<file path="src/bfist_field_unit.sv">
// ----------------------------------------------------------------------------
// shared constants and types
// ----------------------------------------------------------------------------
package bfist_pkg;

  // register byte offsets
  localparam logic [7:0]  BFIST_OFF_CTRL   = 8'h00;
  localparam logic [7:0]  BFIST_OFF_STATUS = 8'h04;
  localparam logic [7:0]  BFIST_OFF_CCR    = 8'h08;
  localparam logic [7:0]  BFIST_OFF_OPWORD = 8'h0c;
  localparam logic [7:0]  BFIST_OFF_EXTWRD = 8'h10;
  localparam logic [7:0]  BFIST_OFF_MEMHI  = 8'h14;
  localparam logic [7:0]  BFIST_OFF_MEMLO  = 8'h18;
  localparam logic [7:0]  BFIST_OFF_BDISP  = 8'h1c;
  localparam logic [7:0]  BFIST_OFF_DREG0  = 8'h20;
  localparam logic [7:0]  BFIST_OFF_DREG7  = 8'h3c;

  // control and status bit positions
  localparam int unsigned BFIST_CTRL_GO    = 0;
  localparam int unsigned BFIST_CTRL_CLR   = 1;
  localparam int unsigned BFIST_ST_BUSY    = 8;
  localparam int unsigned BFIST_ST_DONE    = 9;
  localparam int unsigned BFIST_ST_ILLEGAL = 10;

  // first opcode word bits 15:6
  localparam logic [9:0]  BFIST_OPC_TEST   = 10'h3a3;
  localparam logic [9:0]  BFIST_OPC_FFO    = 10'h3b7;
  localparam logic [9:0]  BFIST_OPC_SET    = 10'h3bb;
  localparam logic [9:0]  BFIST_OPC_INSERT = 10'h3bf;

  // effective address modes and registers
  localparam logic [2:0]  BFIST_EA_DREG    = 3'b000;
  localparam logic [2:0]  BFIST_EA_IND     = 3'b010;
  localparam logic [2:0]  BFIST_EA_DISP    = 3'b101;
  localparam logic [2:0]  BFIST_EA_INDEX   = 3'b110;
  localparam logic [2:0]  BFIST_EA_EXT     = 3'b111;
  localparam logic [2:0]  BFIST_EA_ABS_W   = 3'b000;
  localparam logic [2:0]  BFIST_EA_ABS_L   = 3'b001;
  localparam logic [2:0]  BFIST_EA_PC_DISP = 3'b010;
  localparam logic [2:0]  BFIST_EA_PC_IDX  = 3'b011;

  localparam logic [31:0] BFIST_RST_WORD   = 32'h0000_0000;
  localparam logic [5:0]  BFIST_FULL_WIDTH = 6'h20;
  localparam logic [1:0]  BFIST_RESP_OKAY  = 2'h0;
  localparam logic [1:0]  BFIST_RESP_SLVERR = 2'h2;

  typedef enum logic [1:0] {
    BFIST_ST_IDLE = 2'b01,
    BFIST_ST_EXEC = 2'b10
  } bfist_state_t;

  typedef enum logic [2:0] {
    BFIST_OP_NONE   = 3'h0,
    BFIST_OP_TEST   = 3'h1,
    BFIST_OP_SET    = 3'h2,
    BFIST_OP_INSERT = 3'h3,
    BFIST_OP_FFO    = 3'h4
  } bfist_op_t;

  typedef struct packed {
    logic x;
    logic n;
    logic z;
    logic v;
    logic c;
  } bfist_ccr_t;

  typedef struct packed {
    logic        awvalid;
    logic [7:0]  awaddr;
    logic        wvalid;
    logic [31:0] wdata;
    logic [3:0]  wstrb;
    logic        bready;
    logic        arvalid;
    logic [7:0]  araddr;
    logic        rready;
  } bfist_axi_req_t;

  typedef struct packed {
    logic        awready;
    logic        wready;
    logic        bvalid;
    logic [1:0]  bresp;
    logic        arready;
    logic        rvalid;
    logic [31:0] rdata;
    logic [1:0]  rresp;
  } bfist_axi_rsp_t;

endpackage : bfist_pkg

// ----------------------------------------------------------------------------
// field extract, flags, leading-zero scan and merge over a 64-bit window
// ----------------------------------------------------------------------------
module bfist_field_unit (
  // operand window and field position
  input  wire logic [63:0] window,
  input  wire logic [5:0]  shift,
  input  wire logic [5:0]  width,
  // value merged into the field
  input  wire logic [31:0] ins_val,
  // results
  output logic      [31:0] field,
  output logic             neg,
  output logic             zero,
  output logic      [5:0]  lead,
  output logic      [63:0] new_window
);
  import bfist_pkg::*;

  logic [5:0]  pad;
  logic [31:0] top_mask;
  logic [63:0] shifted;
  logic [31:0] left;
  logic [63:0] mask64;
  logic [63:0] ins64;

  function automatic logic [5:0] clz32(input logic [31:0] v);
    logic [5:0] n;
    n = 6'd32;
    for (int i = 0; i < 32; i++) begin
      if (v[i]) begin
        n = 6'(31 - i);
      end
    end
    return n;
  endfunction : clz32

  always_comb begin
    pad        = BFIST_FULL_WIDTH - width;
    top_mask   = 32'hffff_ffff << pad;
    shifted    = window << shift;
    left       = shifted[63:32] & top_mask;
    field      = left >> pad;
    neg        = left[31];
    zero       = (left == 32'h0);
    lead       = zero ? width : clz32(left);
    mask64     = {top_mask, 32'h0} >> shift;
    ins64      = {ins_val << pad, 32'h0} >> shift;
    new_window = (window & ~mask64) | (ins64 & mask64);
  end

endmodule : bfist_field_unit
</file>
<file path="src/bfist_decoder.sv">
// What this block does
// - offset selector 0: immediate offset 0..31 from extension word.
// - offset selector 1: bits 8:6 name offset register; bits 10:9 must be zero.
// - register offset is a full signed 32-bit value.
// - width selector 1: bits 2:0 name width register; bits 4:3 must be zero.
// - immediate width 1..31 as is, zero means 32.
// - register width taken modulo 32, zero means 32.
// - offset gives starting bit, width gives number of field bits.
// - insert copies low-order source bits, width many, into the field.
// - insert flags come from the inserted value.
// - set flags from old field value, then all field bits become one.
// - test only updates flags, operand unchanged.
// - negative from field top bit, zero if field clear, V and C cleared, X kept.
// - insert and set accept Dn, (An), displacement, indexed, absolute modes only.
// - test additionally accepts PC-relative displacement and indexed modes.
// - insert register field names the source data register.
// - find-first-one register field names the result register.
// - find-first-one returns offset plus leading zeros, or offset plus width.
module bfist_decoder (
  // clock and reset
  input  wire logic                  clk_sys,
  input  wire logic                  rstn,
  // register bus
  input  wire bfist_pkg::bfist_axi_req_t axi_req,
  output bfist_pkg::bfist_axi_rsp_t      axi_rsp
);
  import bfist_pkg::*;

  // --------------------------------------------------------------------------
  // state
  // --------------------------------------------------------------------------
  bfist_state_t state_q;
  bfist_state_t state_d;
  logic [31:0]  d_q [8];
  logic [15:0]  opword_q;
  logic [15:0]  extword_q;
  logic [31:0]  mem_hi_q;
  logic [31:0]  mem_lo_q;
  logic [31:0]  bdisp_q;
  bfist_ccr_t   ccr_q;
  logic         done_q;
  logic         illegal_q;

  // bus slave state
  logic         aw_have_q;
  logic [7:0]   awaddr_q;
  logic         w_have_q;
  logic [31:0]  wdata_q;
  logic [3:0]   wstrb_q;
  logic         bvalid_q;
  logic [1:0]   bresp_q;
  logic         rvalid_q;
  logic [31:0]  rdata_q;
  logic [1:0]   rresp_q;

  // --------------------------------------------------------------------------
  // helpers
  // --------------------------------------------------------------------------
  function automatic logic [31:0] merge_strb(input logic [31:0] old_v,
                                             input logic [31:0] new_v,
                                             input logic [3:0]  strb);
    logic [31:0] r;
    r = old_v;
    for (int b = 0; b < 4; b++) begin
      if (strb[b]) begin
        r[b*8 +: 8] = new_v[b*8 +: 8];
      end
    end
    return r;
  endfunction : merge_strb

  function automatic logic addr_mapped(input logic [7:0] a);
    return (a[1:0] == 2'b00) && (a <= BFIST_OFF_DREG7);
  endfunction : addr_mapped

  function automatic logic [5:0] width_decode(input logic [4:0] raw);
    return (raw == 5'h0) ? BFIST_FULL_WIDTH : {1'b0, raw};
  endfunction : width_decode

  // --------------------------------------------------------------------------
  // instruction decode
  // --------------------------------------------------------------------------
  bfist_op_t   op;
  logic        off_sel;
  logic        wid_sel;
  logic [31:0] off_full;
  logic [5:0]  width;
  logic [2:0]  ea_mode;
  logic [2:0]  ea_reg;
  logic        ea_ok;
  logic        ext_ok;
  logic        illegal;
  logic [2:0]  ext_reg;

  always_comb begin
    unique case (opword_q[15:6])
      BFIST_OPC_TEST:   op = BFIST_OP_TEST;
      BFIST_OPC_SET:    op = BFIST_OP_SET;
      BFIST_OPC_INSERT: op = BFIST_OP_INSERT;
      BFIST_OPC_FFO:    op = BFIST_OP_FFO;
      default:          op = BFIST_OP_NONE;
    endcase
  end

  always_comb begin
    off_sel = extword_q[11];
    wid_sel = extword_q[5];
    ext_reg = extword_q[14:12];
    ea_mode = opword_q[5:3];
    ea_reg  = opword_q[2:0];
    off_full = off_sel ? d_q[extword_q[8:6]] : {27'h0, extword_q[10:6]};
    width   = width_decode(wid_sel ? d_q[extword_q[2:0]][4:0] : extword_q[4:0]);
  end

  always_comb begin
    ext_ok  = !extword_q[15] && !(off_sel && (extword_q[10:9] != 2'h0)) &&
              !(wid_sel && (extword_q[4:3] != 2'h0));
    if ((op == BFIST_OP_SET) || (op == BFIST_OP_TEST)) begin
      ext_ok = ext_ok && (extword_q[14:12] == 3'h0);
    end
    unique case (ea_mode)
      BFIST_EA_DREG, BFIST_EA_IND, BFIST_EA_DISP, BFIST_EA_INDEX: begin
        ea_ok = 1'b1;
      end
      BFIST_EA_EXT: begin
        ea_ok = (ea_reg == BFIST_EA_ABS_W) || (ea_reg == BFIST_EA_ABS_L);
        if ((op == BFIST_OP_TEST) &&
            ((ea_reg == BFIST_EA_PC_DISP) || (ea_reg == BFIST_EA_PC_IDX))) begin
          ea_ok = 1'b1;
        end
      end
      default: ea_ok = 1'b0;
    endcase
    illegal = (op == BFIST_OP_NONE) || !ext_ok || !ea_ok;
  end

  // --------------------------------------------------------------------------
  // field datapath
  // --------------------------------------------------------------------------
  logic        is_dreg;
  logic [63:0] window;
  logic [5:0]  shift;
  logic [31:0] ins_val;
  logic [31:0] field;
  logic        fld_neg;
  logic        fld_zero;
  logic [5:0]  lead;
  logic [63:0] new_window;
  logic [31:0] ins_left;
  logic [31:0] dreg_new;

  always_comb begin
    is_dreg = (ea_mode == BFIST_EA_DREG);
    // register operand wraps, memory operand spans up to five bytes
    window   = is_dreg ? {d_q[ea_reg], d_q[ea_reg]} : {mem_hi_q, mem_lo_q};
    shift    = is_dreg ? {1'b0, off_full[4:0]} : {3'h0, off_full[2:0]};
    ins_val  = (op == BFIST_OP_INSERT) ? d_q[ext_reg] : 32'hffff_ffff;
    ins_left = ins_val << (BFIST_FULL_WIDTH - width);
    // each bit changes in one half at most, so the changed half supplies it
    dreg_new = new_window[63:32] ^ new_window[31:0] ^ d_q[ea_reg];
  end

  bfist_field_unit u_field (
    .window     (window),
    .shift      (shift),
    .width      (width),
    .ins_val    (ins_val),
    .field      (field),
    .neg        (fld_neg),
    .zero       (fld_zero),
    .lead       (lead),
    .new_window (new_window)
  );

  // --------------------------------------------------------------------------
  // bus slave
  // --------------------------------------------------------------------------
  logic wr_fire;
  logic wr_ok;
  logic go;
  logic clr;

  always_comb begin
    axi_rsp.awready = !aw_have_q && !bvalid_q;
    axi_rsp.wready  = !w_have_q && !bvalid_q;
    axi_rsp.bvalid  = bvalid_q;
    axi_rsp.bresp   = bresp_q;
    axi_rsp.arready = !rvalid_q;
    axi_rsp.rvalid  = rvalid_q;
    axi_rsp.rdata   = rdata_q;
    axi_rsp.rresp   = rresp_q;
    // writes commit only while idle so the datapath owns the registers
    wr_fire = aw_have_q && w_have_q && !bvalid_q && (state_q == BFIST_ST_IDLE);
    wr_ok   = addr_mapped(awaddr_q);
    go      = wr_fire && (awaddr_q == BFIST_OFF_CTRL) && wstrb_q[0] && wdata_q[BFIST_CTRL_GO];
    clr     = wr_fire && (awaddr_q == BFIST_OFF_CTRL) && wstrb_q[0] && wdata_q[BFIST_CTRL_CLR];
  end

  always_ff @(posedge clk_sys or negedge rstn) begin
    if (!rstn) begin
      aw_have_q <= 1'b0;
      awaddr_q  <= 8'h00;
      w_have_q  <= 1'b0;
      wdata_q   <= BFIST_RST_WORD;
      wstrb_q   <= 4'h0;
      bvalid_q  <= 1'b0;
      bresp_q   <= BFIST_RESP_OKAY;
    end else begin
      if (axi_req.awvalid && axi_rsp.awready) begin
        aw_have_q <= 1'b1;
        awaddr_q  <= axi_req.awaddr;
      end
      if (axi_req.wvalid && axi_rsp.wready) begin
        w_have_q <= 1'b1;
        wdata_q  <= axi_req.wdata;
        wstrb_q  <= axi_req.wstrb;
      end
      if (wr_fire) begin
        aw_have_q <= 1'b0;
        w_have_q  <= 1'b0;
        bvalid_q  <= 1'b1;
        bresp_q   <= wr_ok ? BFIST_RESP_OKAY : BFIST_RESP_SLVERR;
      end else if (bvalid_q && axi_req.bready) begin
        bvalid_q <= 1'b0;
      end
    end
  end

  always_ff @(posedge clk_sys or negedge rstn) begin
    if (!rstn) begin
      rvalid_q <= 1'b0;
      rdata_q  <= BFIST_RST_WORD;
      rresp_q  <= BFIST_RESP_OKAY;
    end else if (axi_req.arvalid && axi_rsp.arready) begin
      rvalid_q <= 1'b1;
      rresp_q  <= addr_mapped(axi_req.araddr) ? BFIST_RESP_OKAY : BFIST_RESP_SLVERR;
      rdata_q  <= BFIST_RST_WORD;
      if (axi_req.araddr >= BFIST_OFF_DREG0 && addr_mapped(axi_req.araddr)) begin
        rdata_q <= d_q[axi_req.araddr[4:2]];
      end else begin
        unique case (axi_req.araddr)
          BFIST_OFF_STATUS: begin
            rdata_q[4:0]            <= ccr_q;
            rdata_q[BFIST_ST_BUSY]  <= (state_q == BFIST_ST_EXEC);
            rdata_q[BFIST_ST_DONE]  <= done_q;
            rdata_q[BFIST_ST_ILLEGAL] <= illegal_q;
          end
          BFIST_OFF_CCR:    rdata_q[4:0]  <= ccr_q;
          BFIST_OFF_OPWORD: rdata_q[15:0] <= opword_q;
          BFIST_OFF_EXTWRD: rdata_q[15:0] <= extword_q;
          BFIST_OFF_MEMHI:  rdata_q       <= mem_hi_q;
          BFIST_OFF_MEMLO:  rdata_q       <= mem_lo_q;
          BFIST_OFF_BDISP:  rdata_q       <= bdisp_q;
          default:          rdata_q       <= BFIST_RST_WORD;
        endcase
      end
    end else if (rvalid_q && axi_req.rready) begin
      rvalid_q <= 1'b0;
    end
  end

  // --------------------------------------------------------------------------
  // sequencer
  // --------------------------------------------------------------------------
  always_comb begin
    unique case (state_q)
      BFIST_ST_IDLE: state_d = go ? BFIST_ST_EXEC : BFIST_ST_IDLE;
      BFIST_ST_EXEC: state_d = BFIST_ST_IDLE;
      default:       state_d = BFIST_ST_IDLE;
    endcase
  end

  always_ff @(posedge clk_sys or negedge rstn) begin
    if (!rstn) begin
      state_q <= BFIST_ST_IDLE;
    end else begin
      state_q <= state_d;
    end
  end

  // --------------------------------------------------------------------------
  // flags and condition codes
  // --------------------------------------------------------------------------
  logic exec;
  assign exec = (state_q == BFIST_ST_EXEC);

  always_ff @(posedge clk_sys or negedge rstn) begin
    if (!rstn) begin
      done_q    <= 1'b0;
      illegal_q <= 1'b0;
    end else if (exec) begin
      done_q    <= 1'b1;
      illegal_q <= illegal;
    end else if (clr) begin
      done_q    <= 1'b0;
      illegal_q <= 1'b0;
    end
  end

  always_ff @(posedge clk_sys or negedge rstn) begin
    if (!rstn) begin
      ccr_q <= '0;
    end else if (exec && !illegal) begin
      ccr_q.v <= 1'b0;
      ccr_q.c <= 1'b0;
      if (op == BFIST_OP_INSERT) begin
        ccr_q.n <= ins_left[31];
        ccr_q.z <= (ins_left == 32'h0);
      end else begin
        ccr_q.n <= fld_neg;
        ccr_q.z <= fld_zero;
      end
    end else if (wr_fire && (awaddr_q == BFIST_OFF_CCR) && wstrb_q[0]) begin
      ccr_q <= wdata_q[4:0];
    end
  end

  // --------------------------------------------------------------------------
  // operand write-back
  // --------------------------------------------------------------------------
  logic writes_field;
  assign writes_field = (op == BFIST_OP_INSERT) || (op == BFIST_OP_SET);

  always_ff @(posedge clk_sys or negedge rstn) begin
    if (!rstn) begin
      for (int i = 0; i < 8; i++) begin
        d_q[i] <= BFIST_RST_WORD;
      end
    end else if (exec && !illegal) begin
      if (is_dreg && writes_field) begin
        d_q[ea_reg] <= dreg_new;
      end
      if (op == BFIST_OP_FFO) begin
        d_q[ext_reg] <= off_full + {26'h0, lead};
      end
    end else if (wr_fire && (awaddr_q >= BFIST_OFF_DREG0) && wr_ok) begin
      d_q[awaddr_q[4:2]] <= merge_strb(d_q[awaddr_q[4:2]], wdata_q, wstrb_q);
    end
  end

  always_ff @(posedge clk_sys or negedge rstn) begin
    if (!rstn) begin
      mem_hi_q <= BFIST_RST_WORD;
      mem_lo_q <= BFIST_RST_WORD;
      bdisp_q  <= BFIST_RST_WORD;
    end else if (exec && !illegal) begin
      bdisp_q <= is_dreg ? BFIST_RST_WORD : 32'($signed(off_full) >>> 3);
      if (!is_dreg && writes_field) begin
        mem_hi_q <= new_window[63:32];
        mem_lo_q <= new_window[31:0];
      end
    end else if (wr_fire && (awaddr_q == BFIST_OFF_MEMHI)) begin
      mem_hi_q <= merge_strb(mem_hi_q, wdata_q, wstrb_q);
    end else if (wr_fire && (awaddr_q == BFIST_OFF_MEMLO)) begin
      mem_lo_q <= merge_strb(mem_lo_q, wdata_q, wstrb_q);
    end
  end

  always_ff @(posedge clk_sys or negedge rstn) begin
    if (!rstn) begin
      opword_q  <= 16'h0000;
      extword_q <= 16'h0000;
    end else if (wr_fire && (awaddr_q == BFIST_OFF_OPWORD)) begin
      opword_q <= 16'(merge_strb({16'h0, opword_q}, wdata_q, wstrb_q));
    end else if (wr_fire && (awaddr_q == BFIST_OFF_EXTWRD)) begin
      extword_q <= 16'(merge_strb({16'h0, extword_q}, wdata_q, wstrb_q));
    end
  end

endmodule : bfist_decoder

</file>
<file path="config.mk">
export PLATFORM = sky130hd
export DESIGN_NAME = bfist_decoder
export DESIGN_NICKNAME = d
export VERILOG_FILES = /design/src/bfist_field_unit.sv /design/src/bfist_decoder.sv
export SDC_FILE = /design/constraint.sdc
export NUM_CORES = 2
export LEC_CHECK = 0
export BUFFER_PORTS_ARGS = -buffer_cell sky130_fd_sc_hd__buf_2
export CAP_MARGIN = 20
export CORE_AREA = 8 8 279 281
export CTS_BUF_LIST = sky130_fd_sc_hd__clkbuf_4 sky130_fd_sc_hd__clkbuf_8
export DETAILED_ROUTE_END_ITERATION = 8
export DIE_AREA = 0 0 287 289
export GPL_TIMING_DRIVEN = 0
export PLACE_DENSITY = 0.83
export SYNTH_ARGS = -nofsm -noshare
export SYNTH_HDL_FRONTEND = slang
export SYNTH_SLANG_ARGS = --single-unit
</file>
<file path="constraint.sdc">
create_clock -name clk_sys -period 12 [get_ports clk_sys]
set_clock_uncertainty 0.1 [all_clocks]
set_input_delay 2.4 -clock clk_sys [delete_from_list [all_inputs] [get_ports clk_sys]]
set_output_delay 2.4 -clock clk_sys [all_outputs]
set_load 0.02 [all_outputs]
</file>
==> results of run 1 <==
## logic make-up after synthesis
logic type | count (synthesis)
compound gates | 2035
simple gates | 1647
mux | 864
buf+inv | 524
flops | 472
xor+xnor | 92
fa+ha+maj | 11
other cells | 1
## per-layer routing
| metal | global-route usage, % | overflow |
|---|---|---|
| met1 | 80.6 | 19 |
| met2 | 92.6 | 201 |
| met5 | 44.8 | 7 |
| met4 | 80.4 | 156 |
| met3 | 72.9 | 20 |
## stage by stage
stage | hold WS (ps) | instance area [um2]
after detailed placement | 362 | 49900
after CTS | 377 | 51600
after global placement | 355 | 49500
after floorplan | 334 | 47800
## what timing repair did
action,CTS
hold endpoints to repair,0
gates resized for setup,3
gates cloned,0
setup endpoints to repair,48
==> out/qor.yml, run 1 <==
logic_synthesis:
  synth.avg_cell_area_um2: 8.47
  synth_cells: 5646
  synth.mux.area_fraction_pct: 25.7
  synth_compound_area_share_pct: 26.9
  post-synth-top-area-fraction_pct: 24.6
  yosys_warnings: 0
  synth_top_family_by_area: "compound AO/OA/AOI/OAI gates"
  synthTopCellsByCount: "570 x o21ai_0, 544 x nor2_1, 542 x a21oi_1"
  synth_area_leaders: "dfrtp_1 25%, mux4_2 12%, mux2i_1 7.3%"
  syn-cell-area_um2: 47800
  synth.distinct_cells: 121
  yosysTopAreaCell: "dfrtp_1"
  synth-seq-cells: 472
  synth_fa_ha_area_share_pct: 0.303
  yosys_most_used_dff: "dfrtp_1"
  synth_edf_count: 0
  synthArstFlopShare_pct: 100
  synthMostInstantiatedCell: "o21ai_0"
  yosysSeqAreaShare_pct: 24.7
  synth_simple_gate_area_share_pct: 15.7
  synth-xor-area-share_pct: 1.90
grt:
  grt_max_degree: 126
  track_usage_pct: 81.3
  grt_pass1_wl_um: 500000
  grt_pass1_vias: 64400
  grt.overflow.total: 403
run_status:
  outcome: "did not finish"
  firstError: "[ERROR GRT-0116] Global routing finished with congestion. Check the congestion regions in the DRC Viewer."
  haltStage: "5_1_grt"
clock_tree:
  cts_buffers: 78
  clock_path_buffers: 3
  cts_root_buffer: "clkbuf_8"
  post_cts_buffers: 0
  h-tree-depth: 3
  ctsHoldBuffers: 0
  cts.sinks: 472
place:
  finalWeightedCongestion: 1.38
  numPortBuffers: 95
  dp_hpwl_um: 232000
  place_ws_ps: -652
  dp.cells: 6747
floorplan:
  die_w_um: 287
  boundaryPins: 100
  fp.dieH_um: 289
  num_rows: 100
  start_util_pct: 65.0
==> inputs of run 2 (changes only) <==
--- a/config.mk
+++ b/config.mk
@@ -7,12 +7,11 @@
 export LEC_CHECK = 0
 export BUFFER_PORTS_ARGS = -buffer_cell sky130_fd_sc_hd__buf_2
 export CAP_MARGIN = 20
-export CORE_AREA = 8 8 279 281
-export CTS_BUF_LIST = sky130_fd_sc_hd__clkbuf_4 sky130_fd_sc_hd__clkbuf_8
+export CORE_AREA = 8 8 355 357
 export DETAILED_ROUTE_END_ITERATION = 8
-export DIE_AREA = 0 0 287 289
+export DIE_AREA = 0 0 363 365
 export GPL_TIMING_DRIVEN = 0
-export PLACE_DENSITY = 0.83
+export PLACE_DENSITY_LB_ADDON = 0.15
 export SYNTH_ARGS = -nofsm -noshare
 export SYNTH_HDL_FRONTEND = slang
 export SYNTH_SLANG_ARGS = --single-unit
==> run 2 against run 1 <==
Net effect: the flow now finishes, with violations (max-capacitance violations, max-slew violations, negative setup slack); synthesized cell count is the same; synthesized area is the same.
==> out/qor.yml, run 2 <==
floorplan:
  coreArea_um2: 121000
  die-area_um2: 132000
  fp.dieH_um: 365  # +26%
  die_w_um: 363  # +26%
  start_util_pct: 39.7  # -25 points
  num_rows: 128  # +28%
  boundaryPins: 100  # unchanged
job:
  cap_violations: 1
hold_path:
  min-delay-start: "bdisp_q[1]"
  holdCritPathClass: "reg2reg"
place:
  finalWeightedCongestion: 1.15  # -17%
  dp_hpwl_um: 289000  # +24%
  numPortBuffers: 95  # unchanged
setup_path:
  crit_path_start: "extword_q[7]"
  slowest_stage: "clkbuf_1"
  start_kind: "flip-flop"
  end_kind: "flip-flop"
  path_max_fanout: 10
  critPathKind: "reg2reg"
  cpPeakStageDelay_ps: 1030
  r2r_start: "extword_q[7]"
  required_ps: 12510
  crit_arrival_ps: 12610
clock_tree:
  clock_path_buffers: 3  # unchanged
  cts.sinks: 472  # unchanged
  h-tree-depth: 2  # -1
  cts_root_buffer: "clkbuf_16"
  cts_tree: "yes"
  path_clk_slew_ps: 70
  cts_buffers: 54  # -31%
  clk_latency_ps: 700
grt:
  antenna_found_initial: 33
  grt.overflow.total: 0
  track_usage_pct: 51.7
  grt_max_degree: 110
  grt_pass1_vias: 53600
  grt_pass1_wl_um: 474000
logic_synthesis:
  synth-seq-cells: 472  # unchanged
  synth.mux.area_fraction_pct: 25.7  # unchanged
  yosysSeqAreaShare_pct: 24.7  # unchanged
  yosys_warnings: 0  # unchanged
  synth_cells: 5646  # unchanged
  synth-xor-area-share_pct: 1.90  # unchanged
  yosysTopAreaCell: "dfrtp_1"
  synth_fa_ha_area_share_pct: 0.303  # unchanged
  synth.distinct_cells: 121  # unchanged
  synthTopCellsByCount: "570 x o21ai_0, 544 x nor2_1, 542 x a21oi_1"
  synthArstFlopShare_pct: 100  # unchanged
  post-synth-top-area-fraction_pct: 24.6  # unchanged
  synth.avg_cell_area_um2: 8.47  # unchanged
  yosys_most_used_dff: "dfrtp_1"
  synthMostInstantiatedCell: "o21ai_0"
  synth_top_family_by_area: "compound AO/OA/AOI/OAI gates"
  syn-cell-area_um2: 47800  # unchanged
  synth_area_leaders: "dfrtp_1 25%, mux4_2 12%, mux2i_1 7.3%"
  synth_compound_area_share_pct: 26.9  # unchanged
  synth_simple_gate_area_share_pct: 15.7  # unchanged
  synth_edf_count: 0  # unchanged
final_layout:
  final_cell_mix: "567 x o21ai_0, 541 x nor2_1, 540 x a21oi_1"
  fin_nets: 5990
  drive_above_1_share_pct: 18.5
  largest_register: "d_q"
  area_growth_pct: 12.6
  largest_reg_flops: 256
  final_common_cell: "o21ai_0"
timing:
  max_slew.worst_pin.slew_ps: 1640
  slew_violations: 5
  final-hold-violation-count: 0
  period_needed_ps: 12100
  setup_viol: 8
  holdWs_ps: 373
  worst_slack_ps: -101
  clock.fmax_mhz: 82.6
  maxSlewHeadroom_pct: -9.51
  period_share_pct: 101
drt:
  remaining_drc_errors: 0
  ant_nets: 0
  dr_total_vias: 58000
  wirelength_um: 357000
  vias_per_cell: 7.63
  wl_per_cell_um: 47.0
  dr.pass1.iters: 7
  drt_iter0_drc: 10500
power:
  finalPower_uw: 17100
  powerDensity_nw_per_um2: 318
  p_leak_uw: 0.0210
  ir_worst_vdd_mv: 0.424
run_status:
  outcome: "complete, but fails checks"
  violations: "max-capacitance violations, max-slew violations, negative setup slack"
-- run 2: per-layer routing --
metal  vias to the layer above  global-route usage (%)  share of wire, %
met4                        12                    49.6                13
met1                     28400                    58.8                33
met2                      5645                    74.2                40
li1                      22100                       -                 -
met3                      1767                    19.3                14
met5                         -                  0.0726             0.022
-- run 2: final timing paths --
check / endpoint / slack [ps] / cells past startpoint
worst max-delay path: d_q[28] / -100 / 32
worst min-delay path: bdisp_q[1] / 370 / 2
worst max register to register: d_q[28] / -100 / 32
worst min register to register: bdisp_q[1] / 370 / 2
max in group asynchronous: extword_q[3] / 8160 / 4
min in group asynchronous: d_q[249] / 1560 / 1
-- run 2: cell type report --
cell class              count  area (um2)
diodes                     16        40.0
plain buffers             477        2130
clock buffers              68        1440
clock inverters            27         440
fillers                 12200       66700
inverters                  47         178
multi-input cells        4651       33900
flip-flops and latches    472       11800
well taps                1625        2030
repair buffers            217        1890
-- run 2: cell families (layout without fill, tap and decap cells) --
group | after synthesis | count (layout)
flip-flops | 472 | 472
buffers and inverters | 524 | 836
other | 1 | 18
AO/OA/AOI/OAI | 2035 | 2035
adder cells (fa/ha/maj) | 11 | 11
AND/OR/NAND/NOR | 1647 | 1647
multiplexers | 864 | 864
XOR/XNOR | 92 | 92
-- run 2: repair_timing --
item / 4_1_cts / 5_1_grt
endpoints found under the setup margin: 122 / 82
hold buffers: 0 / 0
setup buffers: 0 / 1
gates resized for setup: 4 / 15
pin swaps: 0 / 1
-- run 2: critical path: cells and delay by family (launching register included) --
family	cells	cell delay (ps)
AOI/OAI and AO/OA	11	3370
DFF	1	320
and+or+nand+nor	6	2020
muxes	2	570
buffers and inverters	10	4460
xor gates and xnor gates	1	450
adders and majority gates	2	650
-- run 2: report_power, final --
part           switching [uW]  internal [uW]  leakage (uW)
Clock                     809           1030      0.000913
Combinational            8960           3490        0.0136
Sequential                920           1900       0.00645
Total                   10700           6430        0.0210
-- run 2: metrics by stage --
stage                     area [um2]  cells  util [%]  setup WS (ps)  setup TNS, ps
after detailed placement       51500   7463      42.7          -1040         -40980
after global placement         50400   7367      41.8          -2450       -1059600
after global routing           53900   7587      44.7         -0.803         -0.803
after CTS                      53400   7558      44.3            181              0
after floorplan                47800   5647         -           3860              0
final                          53900   7600      44.7           -101           -571
No activity file was read; power rests on OpenSTA's default activity.
